`src/verilog/fscs_pkg.sv`:
```
// Constants and types of the fail-safe channel status byte block
package fscs_pkg;

    // Channel pair evaluation modes; the unused fourth code acts as deactivated
    typedef enum logic [1:0] {
        FSCS_OFF,
        FSCS_SINGLE,
        FSCS_DUAL
    } fscs_mode_t;

    typedef struct packed {
        fscs_mode_t pair1;
        fscs_mode_t pair0;
    } fscs_cfg_t;

    // Protocol bytes carried in the image, lowest address first in [0]
    typedef logic [3:0][7:0] fscs_proto_t;

    // Image layout
    localparam logic [15:0] FSCS_IN_BYTES  = 16'h0005;
    localparam logic [15:0] FSCS_OUT_BYTES = 16'h0004;

    // Status byte field positions
    localparam int FSCS_BIT_ESTOP0  = 0;
    localparam int FSCS_BIT_ESTOP1  = 1;
    localparam int FSCS_BIT_SINGLE0 = 4;
    localparam int FSCS_BIT_SINGLE2 = 6;

    // Register offsets
    localparam logic [3:0] FSCS_REG_CFG     = 4'h0;
    localparam logic [3:0] FSCS_REG_BASE_LO = 4'h1;
    localparam logic [3:0] FSCS_REG_BASE_HI = 4'h2;
    localparam logic [3:0] FSCS_REG_STATUS  = 4'h3;
    localparam logic [3:0] FSCS_REG_IRQ     = 4'h4;
    localparam logic [3:0] FSCS_REG_MASK    = 4'h5;

    // Interrupt bit positions
    localparam int FSCS_IRQ_CHANGE = 0;
    localparam int FSCS_IRQ_FAULT0 = 1;
    localparam int FSCS_IRQ_FAULT1 = 2;

    // Reset values
    localparam logic [3:0]  FSCS_CFG_RST  = 4'h0;
    localparam logic [15:0] FSCS_BASE_RST = 16'h0000;
    localparam logic [2:0]  FSCS_MASK_RST = 3'h0;

endpackage

```
`src/verilog/fscs_status.sv`:
```
// Fail-safe channel status byte with image port and register port
// How it works
// - Five input and four output image bytes sit from a programmable base address.
// - Only input byte zero holds channel states; other bytes carry protocol data.
// - Status bits not assigned by the configuration always read zero.
// - Both pairs deactivated: no evaluation, status byte stays zero.
// - Pair 0 single-channel: bits 4 and 5 follow inputs 0 and 1, 1 closed.
// - Pair 0 dual-channel: bit 0 is 1 unpressed, 0 pressed or error.
// - Both dual: bit 0 reports pair 0 button, bit 1 pair 1 button.
// - Pair 0 dual, pair 1 single: bit 0 button, bits 6 and 7 inputs 2, 3.
// - Both single: bits 4 to 7 follow inputs 0 to 3 ascending.
// - Inputs used by a fail-safe pair are removed from the standard image.
`timescale 1ns/100ps
module fscs_status (
    // Clock, reset, enable
    input  wire logic              CLK,
    input  wire logic              RST_B,
    input  wire logic              CE,
    // Fail-safe input pins
    input  wire logic              SAFE_INPUT_0,
    input  wire logic              SAFE_INPUT_1,
    input  wire logic              SAFE_INPUT_2,
    input  wire logic              SAFE_INPUT_3,
    // Standard image view of the same inputs
    output logic [3:0]             STD_DI,
    // Register port
    input  wire logic [3:0]        ADDR,
    input  wire logic [7:0]        WDATA,
    input  wire logic              WR,
    input  wire logic              RD,
    output logic [7:0]             RDATA,
    output logic                   IRQ,
    // Controller image port
    input  wire logic [15:0]       IMG_ADDR,
    input  wire logic              IMG_RD,
    input  wire logic              IMG_WR,
    input  wire logic [7:0]        IMG_WDATA,
    output logic [7:0]             IMG_RDATA,
    // Protocol engine side
    input  wire fscs_pkg::fscs_proto_t PROTO_TX,
    output fscs_pkg::fscs_proto_t  PROTO_RX
);
    import fscs_pkg::*;

    logic [3:0]  pin;
    logic [3:0]  sync1;
    logic [3:0]  sync2;
    logic [3:0]  sync3;
    logic [3:0]  din;
    fscs_cfg_t   cfg;
    logic [15:0] base;
    logic [7:0]  status;
    logic [7:0]  next_status;
    logic [2:0]  irq_stat;
    logic [2:0]  irq_mask;
    logic [2:0]  irq_event;
    logic [15:0] in_off;
    logic        in_hit;
    logic        out_hit;

    assign pin = {SAFE_INPUT_3, SAFE_INPUT_2, SAFE_INPUT_1, SAFE_INPUT_0};

    // Status bits a pair mode owns; undefined codes own nothing
    function automatic logic [7:0] pair_bits(input fscs_mode_t m, input logic hi);
        logic [7:0] r;
        r = 8'h00;
        case (m)
            FSCS_SINGLE: r = hi ? 8'hC0 : 8'h30;
            FSCS_DUAL:   r = hi ? 8'h02 : 8'h01;
            default:     r = 8'h00;
        endcase
        return r;
    endfunction

    function automatic logic [7:0] used_bits(input fscs_cfg_t c);
        return pair_bits(c.pair0, 1'b0) | pair_bits(c.pair1, 1'b1);
    endfunction

    // Input pins taken by an active pair
    function automatic logic [3:0] used_pins(input fscs_cfg_t c);
        return {{2{pair_bits(c.pair1, 1'b1) != 8'h00}},
                {2{pair_bits(c.pair0, 1'b0) != 8'h00}}};
    endfunction

    // Three-stage synchroniser; first stage feeds only the second
    always_ff @(posedge CLK or negedge RST_B) begin
        if (!RST_B) begin
            sync1 <= 4'h0;
            sync2 <= 4'h0;
            sync3 <= 4'h0;
        end else if (CE) begin
            sync1 <= pin;
            sync2 <= sync1;
            sync3 <= sync2;
        end
    end

    // Accept a level only once two stages agree
    generate
        for (genvar i = 0; i < 4; i++) begin : g_filt
            always_ff @(posedge CLK or negedge RST_B) begin
                if (!RST_B) begin
                    din[i] <= 1'b0;
                end else if (CE && (sync2[i] == sync3[i])) begin
                    din[i] <= sync3[i];
                end
            end
        end
    endgenerate

    // Channel evaluation; dual channel reads unpressed only when both contacts close
    always_comb begin
        next_status = 8'h00;
        case (cfg.pair0)
            FSCS_SINGLE: next_status[FSCS_BIT_SINGLE0 +: 2] = din[1:0];
            FSCS_DUAL:   next_status[FSCS_BIT_ESTOP0] = din[0] & din[1];
            default:     next_status = next_status;
        endcase
        case (cfg.pair1)
            FSCS_SINGLE: next_status[FSCS_BIT_SINGLE2 +: 2] = din[3:2];
            FSCS_DUAL:   next_status[FSCS_BIT_ESTOP1] = din[2] & din[3];
            default:     next_status = next_status;
        endcase
    end

    always_ff @(posedge CLK or negedge RST_B) begin
        if (!RST_B) begin
            status <= 8'h00;
        end else if (CE) begin
            status <= next_status;
        end
    end

    always_ff @(posedge CLK or negedge RST_B) begin
        if (!RST_B) begin
            STD_DI <= 4'h0;
        end else if (CE) begin
            STD_DI <= din & ~used_pins(cfg);
        end
    end

    // Configuration registers
    always_ff @(posedge CLK or negedge RST_B) begin
        if (!RST_B) begin
            cfg      <= fscs_cfg_t'(FSCS_CFG_RST);
            base     <= FSCS_BASE_RST;
            irq_mask <= FSCS_MASK_RST;
        end else if (CE && WR) begin
            case (ADDR)
                FSCS_REG_CFG:     cfg <= fscs_cfg_t'(WDATA[3:0]);
                FSCS_REG_BASE_LO: base[7:0] <= WDATA;
                FSCS_REG_BASE_HI: base[15:8] <= WDATA;
                FSCS_REG_MASK:    irq_mask <= WDATA[2:0];
                default:          base <= base;
            endcase
        end
    end

    // Discrepancy between contacts of a dual pair counts as a fault
    always_comb begin
        irq_event = 3'h0;
        irq_event[FSCS_IRQ_CHANGE] = next_status != status;
        irq_event[FSCS_IRQ_FAULT0] = (cfg.pair0 == FSCS_DUAL) && (din[0] != din[1]);
        irq_event[FSCS_IRQ_FAULT1] = (cfg.pair1 == FSCS_DUAL) && (din[2] != din[3]);
    end

    // Sticky bits; an event in the clearing read survives
    always_ff @(posedge CLK or negedge RST_B) begin
        if (!RST_B) begin
            irq_stat <= 3'h0;
        end else if (CE) begin
            if (RD && (ADDR == FSCS_REG_IRQ)) begin
                irq_stat <= irq_event;
            end else begin
                irq_stat <= irq_stat | irq_event;
            end
        end
    end

    assign IRQ = |(irq_stat & irq_mask);

    // Register read data, valid the cycle after the strobe only
    always_ff @(posedge CLK or negedge RST_B) begin
        if (!RST_B) begin
            RDATA <= 8'h00;
        end else if (CE) begin
            RDATA <= 8'h00;
            if (RD) begin
                case (ADDR)
                    FSCS_REG_CFG:     RDATA <= {4'h0, cfg};
                    FSCS_REG_BASE_LO: RDATA <= base[7:0];
                    FSCS_REG_BASE_HI: RDATA <= base[15:8];
                    FSCS_REG_STATUS:  RDATA <= status;
                    FSCS_REG_IRQ:     RDATA <= {5'h00, irq_stat};
                    FSCS_REG_MASK:    RDATA <= {5'h00, irq_mask};
                    default:          RDATA <= 8'h00;
                endcase
            end
        end
    end

    assign in_off  = IMG_ADDR - base;
    assign in_hit  = in_off < FSCS_IN_BYTES;
    assign out_hit = in_off < FSCS_OUT_BYTES;

    always_ff @(posedge CLK or negedge RST_B) begin
        if (!RST_B) begin
            IMG_RDATA <= 8'h00;
        end else if (CE) begin
            IMG_RDATA <= 8'h00;
            if (IMG_RD && in_hit) begin
                if (in_off == 16'h0000) begin
                    IMG_RDATA <= status;
                end else begin
                    IMG_RDATA <= PROTO_TX[in_off[1:0] - 2'h1];
                end
            end
        end
    end

    // output bytes go to protocol engine
    always_ff @(posedge CLK or negedge RST_B) begin
        if (!RST_B) begin
            PROTO_RX <= '0;
        end else if (CE && IMG_WR && out_hit) begin
            PROTO_RX[in_off[1:0]] <= IMG_WDATA;
        end
    end
endmodule
```
`config.mk`:
```
export PLATFORM = sky130hd
export DESIGN_NAME = fscs_status
export DESIGN_NICKNAME = d
export VERILOG_FILES = /design/src/verilog/fscs_pkg.sv /design/src/verilog/fscs_status.sv
export SDC_FILE = /design/constraint.sdc
export NUM_CORES = 1
export LEC_CHECK = 0
export BUFFER_PORTS_ARGS = -buffer_cell sky130_fd_sc_hd__buf_2
export CORE_MARGIN = 2
export CORE_UTILIZATION = 29
export DETAILED_ROUTE_END_ITERATION = 12
export GPL_TIMING_DRIVEN = 1
export PLACE_DENSITY = 0.51
export SYNTH_ARGS = -nofsm -noshare
export SYNTH_HDL_FRONTEND = slang
export SYNTH_SLANG_ARGS = --single-unit
```
`constraint.sdc`:
```
create_clock -name CLK -period 3.65 [get_ports CLK]
set_input_delay 0.73 -clock CLK [delete_from_list [all_inputs] [get_ports CLK]]
set_output_delay 0.73 -clock CLK [all_outputs]
set_load 0.02 [all_outputs]
```
# ---- After elaboration in Yosys (flattened, before gate mapping)
# Cells that the tools add are included.
dict set report totals {
  output_inout_bits 53
  reg_bits 100
  input_bits 79
}
dict set report op_classes {
  eq_ne 16
  add_sub_neg 2
  order_cmp 5
  muxes 18
  bitwise 6
  n_reduce_logical 21
}
# op n
set ops {}
lappend ops {{8-bit two-way mux} 7}
lappend ops {{8-bit one-hot mux with 6 select lines} 1}
lappend ops {{32-bit bitwise mux} 1}
lappend ops {{16-bit by 3-bit less-than comparator with 1-bit output, second input constant} 2}
lappend ops {{8-bit binary-select mux with 2-bit select} 1}
lappend ops {{8-bit demux with 2-bit select} 1}
lappend ops {{16-bit logical NOT} 1}
lappend ops {{8-bit one-hot mux with 2 select lines} 1}
lappend ops {{8-bit nonzero test} 2}
lappend ops {{16-bit subtractor} 1}
lappend ops {{1-bit logical AND} 12}
lappend ops {{6-bit one-hot mux with 2 select lines} 1}
lappend ops {{4-bit by 2-bit == test with 1-bit output, second input constant} 2}
lappend ops {{4-bit by 3-bit == test with 1-bit output, second input constant} 2}
lappend ops {{2-bit AND reduction} 4}
lappend ops {{2-bit by 3-bit less-than comparator with 1-bit output, second input constant} 2}
lappend ops {{6-bit inequality test} 1}
lappend ops {{4-bit bitwise AND} 1}
lappend ops {{1-bit == test} 4}
lappend ops {{2-bit by 1-bit == test with 1-bit output, second input constant} 2}
lappend ops {{2-bit == test, second input constant} 2}
lappend ops {{4-bit by 1-bit == test with 1-bit output, second input constant} 1}
lappend ops {{4-bit logical NOT} 1}
lappend ops {{2-bit two-way mux} 2}
lappend ops {{other kinds (10)} 13}

# ---- Longest topological paths before layout
# Gate-level depths: netlist of run 1.
dict set report depth {
  ltp_word 6
  depth_mapped 13
  ltp_nobuf 12
}

# ---- Least setup slack after synthesis of run 1
# OpenSTA, ideal clock, no wires.
dict set report synth_timing {
  kind {input to register}
  start {input IMG_ADDR[0]}
  end {register PROTO_RX[12] (netlist bit)}
  arrival_time_ps 3370
  stages 12
  required_time_ps 3522
  slack_ps 152
  path_buffers 0
  cell_sequence {inv_1 -> ha_1 -> inv_1 -> fa_1 -> a21o_1 -> a41oi_2 -> nand4b_1 -> a21oi_1 -> nand4b_2 -> nor4_4 -> nand4_4 -> mux2_1}
}
dict set report synth_between {
  elab_chain_cells 6
  elab_cells_between_ends 9
  classes_between {add/sub: 1; order compare: 3; mux: 3; reduce/logical: 2}
}
# item line
set synth_rtl {}
lappend synth_rtl {{start: declaration} fscs_status.sv:34} ;# input wire logic [15:0] IMG_ADDR,
lappend synth_rtl {{16-bit subtractor *} fscs_status.sv:202} ;# assign in_off = IMG_ADDR - base;
lappend synth_rtl {{2-bit by 3-bit less-than comparator with 1-bit output (implied by the code) or 2-bit by 1-bit >= comparator with 1-bit output (tied branches)} fscs_status.sv:226} ;# PROTO_RX[in_off[1:0]] <= IMG_WDATA;
lappend synth_rtl {{1-bit logical AND (implied by the code)} fscs_status.sv:226}
lappend synth_rtl {{8-bit two-way mux (implied by the code)} fscs_status.sv:226}
lappend synth_rtl {{8-bit demux with 2-bit select} fscs_status.sv:226}
lappend synth_rtl {{32-bit bitwise mux} fscs_status.sv:226}
lappend synth_rtl {{end signal: assignment} fscs_status.sv:224} ;# PROTO_RX <= '0;
lappend synth_rtl {{end signal: indexed assignment} fscs_status.sv:226}
lappend synth_rtl {{end: declaration} fscs_status.sv:41} ;# output fscs_pkg::fscs_proto_t PROTO_RX
# Every way passes the cells marked *; elsewhere a longest branch is shown, timed or not.
# A chain may end at the register's enable or synchronous reset.

# ---- Worst setup path in the final report of run 1
dict set report layout_timing {
  start {input IMG_ADDR[0]}
  end {register PROTO_RX[23] (netlist bit)}
}
# The elaborated chain is that of the path after synthesis.

==> results of run 1 <==
==> cell usage after synthesis (all sizes together) (6+ instances only) <==
| library cell | count |
|---|---|
| nand4 | 7 |
| nand3 | 18 |
| nor2 | 18 |
| ha | 26 |
| mux2i | 16 |
| o21ai | 40 |
| clkbuf | 20 |
| dfrtp | 100 |
| buf | 6 |
| inv | 55 |
| mux2 | 54 |
| xnor2 | 7 |
| nand2 | 42 |
| a21oi | 29 |
| o22ai | 15 |
| mux4 | 8 |
==> worst max-delay path, stage by stage <==
cell      delay (ns)
buf_2           0.10
inv_1           0.05
ha_1            0.16
inv_1           0.06
fa_1            0.42
a211oi_1        0.37
mux2i_1         0.26
a31oi_1         0.11
a311o_1         0.34
and4b_1         0.30
buf_12          0.14
nand4_4         0.19
mux2_1          0.38
==> routing by layer <==
layer / share of wire / vias to the layer above / wire (µm) / GRT usage
li1: - / 2179 / - / -
met1: 0.43 / 2234 / 6690 / 0.189
met2: 0.50 / 118 / 7670 / 0.251
met3: 0.039 / 28 / 603 / 0.0219
met4: 0.033 / 0 / 506 / 0.0659
met5: 0 / - / 0 / 0
==> flip-flops by register name, summed over array words and instances, names as in the netlist <==
signal	count
status	6
irq_mask	3
PROTO_RX	32
base	16
sync3	4
RDATA	8
sync1	4
cfg	4
din	4
IMG_RDATA	8
STD_DI	4
sync2	4
irq_stat	3
==> metrics by stage <==
| stage | setup WS, ns | cell area (µm²) | hold WS [ns] |
|---|---|---|---|
| global route | 0.0777 | 7000 | 0.516 |
| global placement | 0.0198 | 6650 | 0.468 |
| finish | 0.257 | 7000 | 0.462 |
| CTS | 0.273 | 7000 | 0.488 |
| floorplan | 0.152 | 5710 | 0.434 |
| detailed placement | -0.0897 | 6650 | 0.481 |
==> cells by family (layout without fill, tap and decap cells) <==
kind of cell,count (synthesis),after routing
and+or+nand+nor,115,115
buffers and inverters,81,214
muxes,78,78
xor gates and xnor gates,11,11
adders and majority gates,27,27
DFF,100,100
AOI/OAI and AO/OA,123,123
==> worst max-delay path by stage <==
stage | end | start | cells past startpoint
after floorplan | PROTO_RX[12]$_DFFE_PN0P_ | IMG_ADDR[0] | 12
after global placement | PROTO_RX[23]$_DFFE_PN0P_ | IMG_ADDR[0] | 13
after detailed placement | PROTO_RX[23]$_DFFE_PN0P_ | IMG_ADDR[0] | 13
after CTS | PROTO_RX[23]$_DFFE_PN0P_ | base[0]$_DFFE_PN0P_ | 11
after global routing | PROTO_RX[23]$_DFFE_PN0P_ | base[0]$_DFFE_PN0P_ | 11
final | PROTO_RX[23]$_DFFE_PN0P_ | IMG_ADDR[0] | 13
==> final cells by class <==
cell class	instances	area, µm²	area share
flip-flops and latches	100	2500	0.357
well taps	265	332	0.0474
multi-input cells	354	2840	0.405
repair buffers	143	773	0.110
clock inverters	7	124	0.0177
inverters	55	206	0.0295
clock buffers	9	225	0.0322
==> where the power goes <==
part | internal [mW] | switching, mW | leakage (nW)
registers | 1.23 | 0.108 | 1.30
logic | 0.468 | 0.638 | 1.99
clock network | 0.675 | 0.428 | 0.166
==> placed cells by master (no fill, tap or decap), types with 6 or more instances in the layout <==
cell type	instances
buf_2	130
dfrtp_1	100
inv_1	55
mux2_2	48
nand2_1	42
o21ai_0	39
a21oi_1	29
ha_1	26
nor2_1	18
nand3_1	18
mux2i_1	16
o22ai_1	15
buf_4	11
clkbuf_16	9
mux4_2	8
xnor2_1	7
mux2_1	6
==> impl_metrics.py, run 1 <==
metrics = {
    "floorplanning": {
        "start_util": 0.295,
        "die_h_um": 144,
        "die_x_um": 144,
        "boundaryPins": 132,
        "die_area_um2": 20800,
        "row_count": 51,
        "coreArea_um2": 19400,
    },
    "clock_network": {
        "cts_hold_buf": 0,
        "clk_path_buf_depth": 2,
        "clk_latency_ns": 0.34,
        "cts_made_buffers": 9,
        "clockRootBuffer": "clkbuf_16",
        "cts_setup_buffers": 0,
        "clk_pin_slew_ns": 0.08,
        "cts.sinks": 100,
        "cts_resized": 0,
        "htree_levels": 3,
        "cts_tree": "built",
    },
    "global_route": {
        "grt_util_all_layers": 0.149,
        "antenna_found_initial": 0,
        "grt.overflow.total": 0,
        "grt_pass1_vias": 4635,
        "grt_pass1_wl_mm": 23.9,
        "grt_max_degree": 64,
    },
    "placement": {
        "routabilityCongestion": 0.919,
        "hpwl_mm": 12.3,
        "place_inst": 917,
        "port_buffers": 131,
    },
    "timing": {
        "tightest_slew_ns": 0.784,
        "setup_tns_ns": 0,
        "fin_skew_ns": 0.0103,
        "finalHoldViolations": 0,
        "rsz0062_at_grt": "false",
        "slew_violations": 0,
        "fin_crit_ns": 3.39,
        "period_share": 0.929,
        "setup_viol_count_final": 0,
        "maxSlewHeadroom": 0.477,
        "clock.fmax_ghz": 0.295,
    },
    "worst_setup_path": {
        "r2r_slack_ns": 0.27,
        "path_max_fanout": 8,
        "setup.worst_path.end_class": "register",
        "r2r_cells": 11,
        "r2r-start": "base[0]$_DFFE_PN0P_",
        "r2r_end": "PROTO_RX[23]$_DFFE_PN0P_",
        "start_kind": "input pin",
        "arrival_ns": 3.62,
        "critical_path_required_ns": 3.88,
        "crit_type": "input pin to register",
    },
    "yosys": {
        "synth_cells": 535,
        "synth-seq-cells": 100,
        "yosys.area.top_type": "dfrtp_1",
        "seq_area_frac_synth": 0.438,
        "synth_enable_flop_cells": 0,
        "synth-compound-area-share": 0.140,
        "yosys.area.top_type_share": 0.438,
        "synth_area_um2": 5710,
        "synth_top_family_by_area": "multiplexers",
        "synth_area_leaders": "dfrtp_1 44%, mux2_2 9.5%, ha_1 5.7%, inv_1 3.6%, o21ai_0 3.4%",
        "synth-simple-area-share": 0.113,
        "synthAdderAreaFrac": 0.0604,
        "synth_cell_types": 70,
        "synth_warnings": 0,
        "synthFlopType": "dfrtp_1",
        "syn_nets": 641,
        "yosys.area_share.xor_xnor": 0.0169,
        "synthArstFlopShare": 1.00,
        "avgSynthCellArea_um2": 10.7,
        "muxShareOfSynthArea": 0.166,
    },
    "power_and_ir_drop": {
        "vdd_ir_drop_max_mv": 0.210,
        "leakage_nw": 3.46,
        "p_per_area_nw_per_um2": 506,
        "p_total_mw": 3.55,
    },
    "final_layout": {
        "antenna_cells": 0,
        "n_fill_cell": 1969,
        "drive_gt1_frac": 0.344,
        "area_growth_pct": 22.6,
        "fin_cells": 933,
        "final_nets": 769,
        "utilization": 0.361,
    },
    "drt": {
        "drt-vias-per-instance": 4.89,
        "wl_per_cell_um": 16.6,
        "route.detailed.drc": 0,
        "wirelength_mm": 15.5,
        "vias": 4559,
        "drtAntennaViolNets": 0,
        "drt-initial-drc-count": 194,
        "dr.pass1.iters": 6,
    },
    "status": {
        "run_status": "finished, final reports clean",
    },
    "flow_run": {
        "cap_violations": 0,
    },
    "hold_path": {
        "min_path_type": "input pin to asynchronous set/reset pin",
    },
}
(Power assumes the default switching activity.)
==> inputs of run 2 (changes only) <==
--- a/config.mk
+++ b/config.mk
@@ -5,12 +5,13 @@
 export SDC_FILE = /design/constraint.sdc
 export NUM_CORES = 1
 export LEC_CHECK = 0
+export ABC_AREA = 1
 export BUFFER_PORTS_ARGS = -buffer_cell sky130_fd_sc_hd__buf_2
 export CORE_MARGIN = 2
-export CORE_UTILIZATION = 29
+export CORE_UTILIZATION = 35
 export DETAILED_ROUTE_END_ITERATION = 12
 export GPL_TIMING_DRIVEN = 1
-export PLACE_DENSITY = 0.51
+export PLACE_DENSITY = 0.58
 export SYNTH_ARGS = -nofsm -noshare
 export SYNTH_HDL_FRONTEND = slang
 export SYNTH_SLANG_ARGS = --single-unit
==> impl_metrics.py, run 2 <==
metrics = {
    "drt": {
        "vias": 5740,
        "drtAntennaViolNets": 0,
        "drt-vias-per-instance": 4.82,
        "drt-initial-drc-count": 307,
        "dr.pass1.iters": 7,
        "wl_per_cell_um": 14.2,
        "wirelength_mm": 16.9,
        "route.detailed.drc": 0,
    },
    "final_layout": {
        "seqCellArea_um2": 2500,
        "final_common_cell": "nand2_1",
        "antenna_cells": 0,
        "n_fill_cell": 1835,
        "layout_common_cells": "323 x nand2_1, 130 x buf_2, 104 x inv_1",
        "fin_cells": 1190,
        "largest_reg_flops": 32,
        "reg_top3": "PROTO_RX (32), base (16)",
        "multiInputGateArea_um2": 2980,
        "drive_gt1_frac": 0.180,
        "utilization": 0.424,
        "area_growth_pct": 19.3,
        "largest-register": "PROTO_RX",
        "final_nets": 1066,
    },
    "power_and_ir_drop": {
        "p_per_area_nw_per_um2": 467,
        "p_total_mw": 3.39,
        "vdd_ir_drop_max_mv": 0.227,
        "leakage_nw": 4.10,
    },
    "placement": {
        "place_inst": 1174,
        "port_buffers": 131,
        "routabilityCongestion": 0.915,
        "hpwl_mm": 13.1,
    },
    "clock_network": {
        "cts_made_buffers": 9,
        "clk_pin_slew_ns": 0.08,
        "clk_path_buf_depth": 2,
        "htree_levels": 3,
        "clockRootBuffer": "clkbuf_16",
        "cts_hold_buf": 0,
        "cts_tree": "built",
        "clk_latency_ns": 0.35,
        "cts.sinks": 100,
        "cts_resized": 0,
        "cts_setup_buffers": 0,
    },
    "timing": {
        "finalHoldViolations": 0,
        "fin_crit_ns": 2.92,
        "slew_violations": 0,
        "maxSlewHeadroom": 0.564,
        "clock.fmax_ghz": 0.342,
        "tightest_slew_ns": 0.653,
        "fin_skew_ns": 0.00865,
        "period_share": 0.801,
        "rsz0062_at_grt": "false",
        "setup_viol_count_final": 0,
        "setup_tns_ns": 0,
    },
    "worst_setup_path": {
        "r2r_cells": 15,
        "path_cells": "buf_2 -> inv_1 -> ha_1 -> inv_1 -> fa_1 -> nand2_1 -> nand2_1 -> nand3_1 -> nand2_1 -> nand2_1 -> nand2_1 -> nor2_1 -> nand3_2 -> nor2_8 -> nand3_2 -> nand2_1 -> nand2_1",
        "setup.worst_path.end_class": "register",
        "crit_family": "simple AND/OR/NAND/NOR gates",
        "critical_path_required_ns": 3.90,
        "arrival_ns": 3.17,
        "crit_type": "input pin to register",
        "r2r_end": "PROTO_RX[25]$_DFFE_PN0P_",
        "max_stage_delay_ns": 0.45,
        "cpMostUsedCell": "nand2_1",
        "start_kind": "input pin",
        "path_buf_inv": 3,
        "r2r-start": "base[0]$_DFFE_PN0P_",
        "path_max_fanout": 32,
        "cp_slowest_cell": "fa_1",
        "r2r_slack_ns": 0.80,
    },
    "yosys": {
        "synthTopCellsByCount": "323 x nand2_1, 104 x inv_1, 100 x dfrtp_1",
        "synth_area_um2": 6070,
        "synthArstFlopShare": 1.00,
        "synth_cells": 835,
        "avgSynthCellArea_um2": 7.27,
        "synth_enable_flop_cells": 0,
        "synth.most_common_cell": "nand2_1",
        "yosys.area.top_type_share": 0.412,
        "synthFlopType": "dfrtp_1",
        "syn_nets": 941,
        "synth-seq-cells": 100,
        "yosys.area.top_type": "dfrtp_1",
        "seq_area_frac_synth": 0.412,
        "synth_warnings": 0,
        "synth_cell_types": 36,
        "synth_area_leaders": "dfrtp_1 41%, nand2_1 20%, inv_1 6.4%, ha_1 5.4%, nand4_1 4.4%",
    },
    "global_route": {
        "grt_pass1_wl_mm": 27.6,
        "use_met3": 0.0355,
        "antenna_found_initial": 0,
        "grt.overflow.total": 0,
        "top_usage_layer": "met2",
        "met1_usage": 0.257,
        "grt_max_degree": 65,
        "grt_pass1_vias": 5483,
        "grt_util_all_layers": 0.190,
        "grt_use_met2": 0.313,
    },
    "floorplanning": {
        "die_h_um": 136,
        "start_util": 0.355,
        "die_x_um": 136,
        "coreArea_um2": 17100,
        "boundaryPins": 132,
        "row_count": 48,
        "die_area_um2": 18400,
    },
    "hold_path": {
        "min_path_type": "input pin to asynchronous set/reset pin",
    },
    "flow_run": {
        "cap_violations": 0,
    },
    "status": {
        "run_status": "finished, final reports clean",
    },
}
==> run 2: cell types whose count changed after synthesis, moves of 16 or more <==
cell,change
mux2i_1,-16
nand3_1,+24
nand2_1,+281
nand4_1,+40
mux2_2,-48
inv_1,+49
nor2_1,+20
==> run 2: where the power goes <==
group | internal, mW | switching, mW
sequential | 1.20 | 0.0710
combinational | 0.377 | 0.711
clock | 0.551 | 0.475
total | 2.13 | 1.26
==> run 2: worst reg2reg max path, stage by stage, from the launching register on <==
cell     delay [ns]
dfrtp_1        0.42
ha_1           0.17
inv_1          0.09
fa_1           0.45
nand2_1        0.09
nand2_1        0.05
nand3_1        0.10
nand2_1        0.12
nand2_1        0.08
nand2_1        0.04
nor2_1         0.16
nand3_2        0.17
nor2_8         0.41
nand3_2        0.24
nand2_1        0.11
nand2_1        0.06
==> run 2: cell type report <==
cell class / count / area share
Tap cell: 225 / 0.0388
Multi-Input combinational cell: 598 / 0.411
Sequential cell: 100 / 0.345
Clock buffer: 9 / 0.0311
Timing Repair Buffer: 140 / 0.104
Clock inverter: 7 / 0.0129
Inverter: 111 / 0.0575
==> run 2: per-layer routing <==
metal,vias to the layer above,routed length [µm]
met1,2612,8060
met2,154,7640
met3,22,934
met5,-,0
met4,0,275
li1,2952,-
==> run 2: logic make-up after synthesis <==
group                    Yosys count  share of synthesized area
flip-flops                       100                      0.412
buffers and inverters            137                     0.0976
AND/OR/NAND/NOR                  467                      0.333
XOR/XNOR                           4                    0.00577
AO/OA/AOI/OAI                    100                     0.0943
adder cells (fa/ha/maj)           27                     0.0568
==> run 2: stage by stage <==
step | worst slack [ns] | hold slack [ns] | cell area [µm²]
after floorplan | 0.591 | 0.434 | 6070
after global placement | 0.414 | 0.453 | 6930
after detailed placement | 0.354 | 0.455 | 6930
after CTS | 0.734 | 0.369 | 7250
after global routing | 0.450 | 0.387 | 7250
final | 0.726 | 0.355 | 7250
==> run 2: worst max path at each step <==
stage,cells past startpoint,endpoint,from,slack (ns)
floorplan,15,IMG_RDATA[5]$_DFFE_PN0P_,IMG_ADDR[0],0.59
global placement,17,PROTO_RX[25]$_DFFE_PN0P_,IMG_ADDR[0],0.41
detailed placement,17,PROTO_RX[25]$_DFFE_PN0P_,IMG_ADDR[0],0.35
CTS,17,PROTO_RX[25]$_DFFE_PN0P_,IMG_ADDR[0],0.73
global route,17,PROTO_RX[25]$_DFFE_PN0P_,IMG_ADDR[0],0.45
finish,17,PROTO_RX[25]$_DFFE_PN0P_,IMG_ADDR[0],0.73
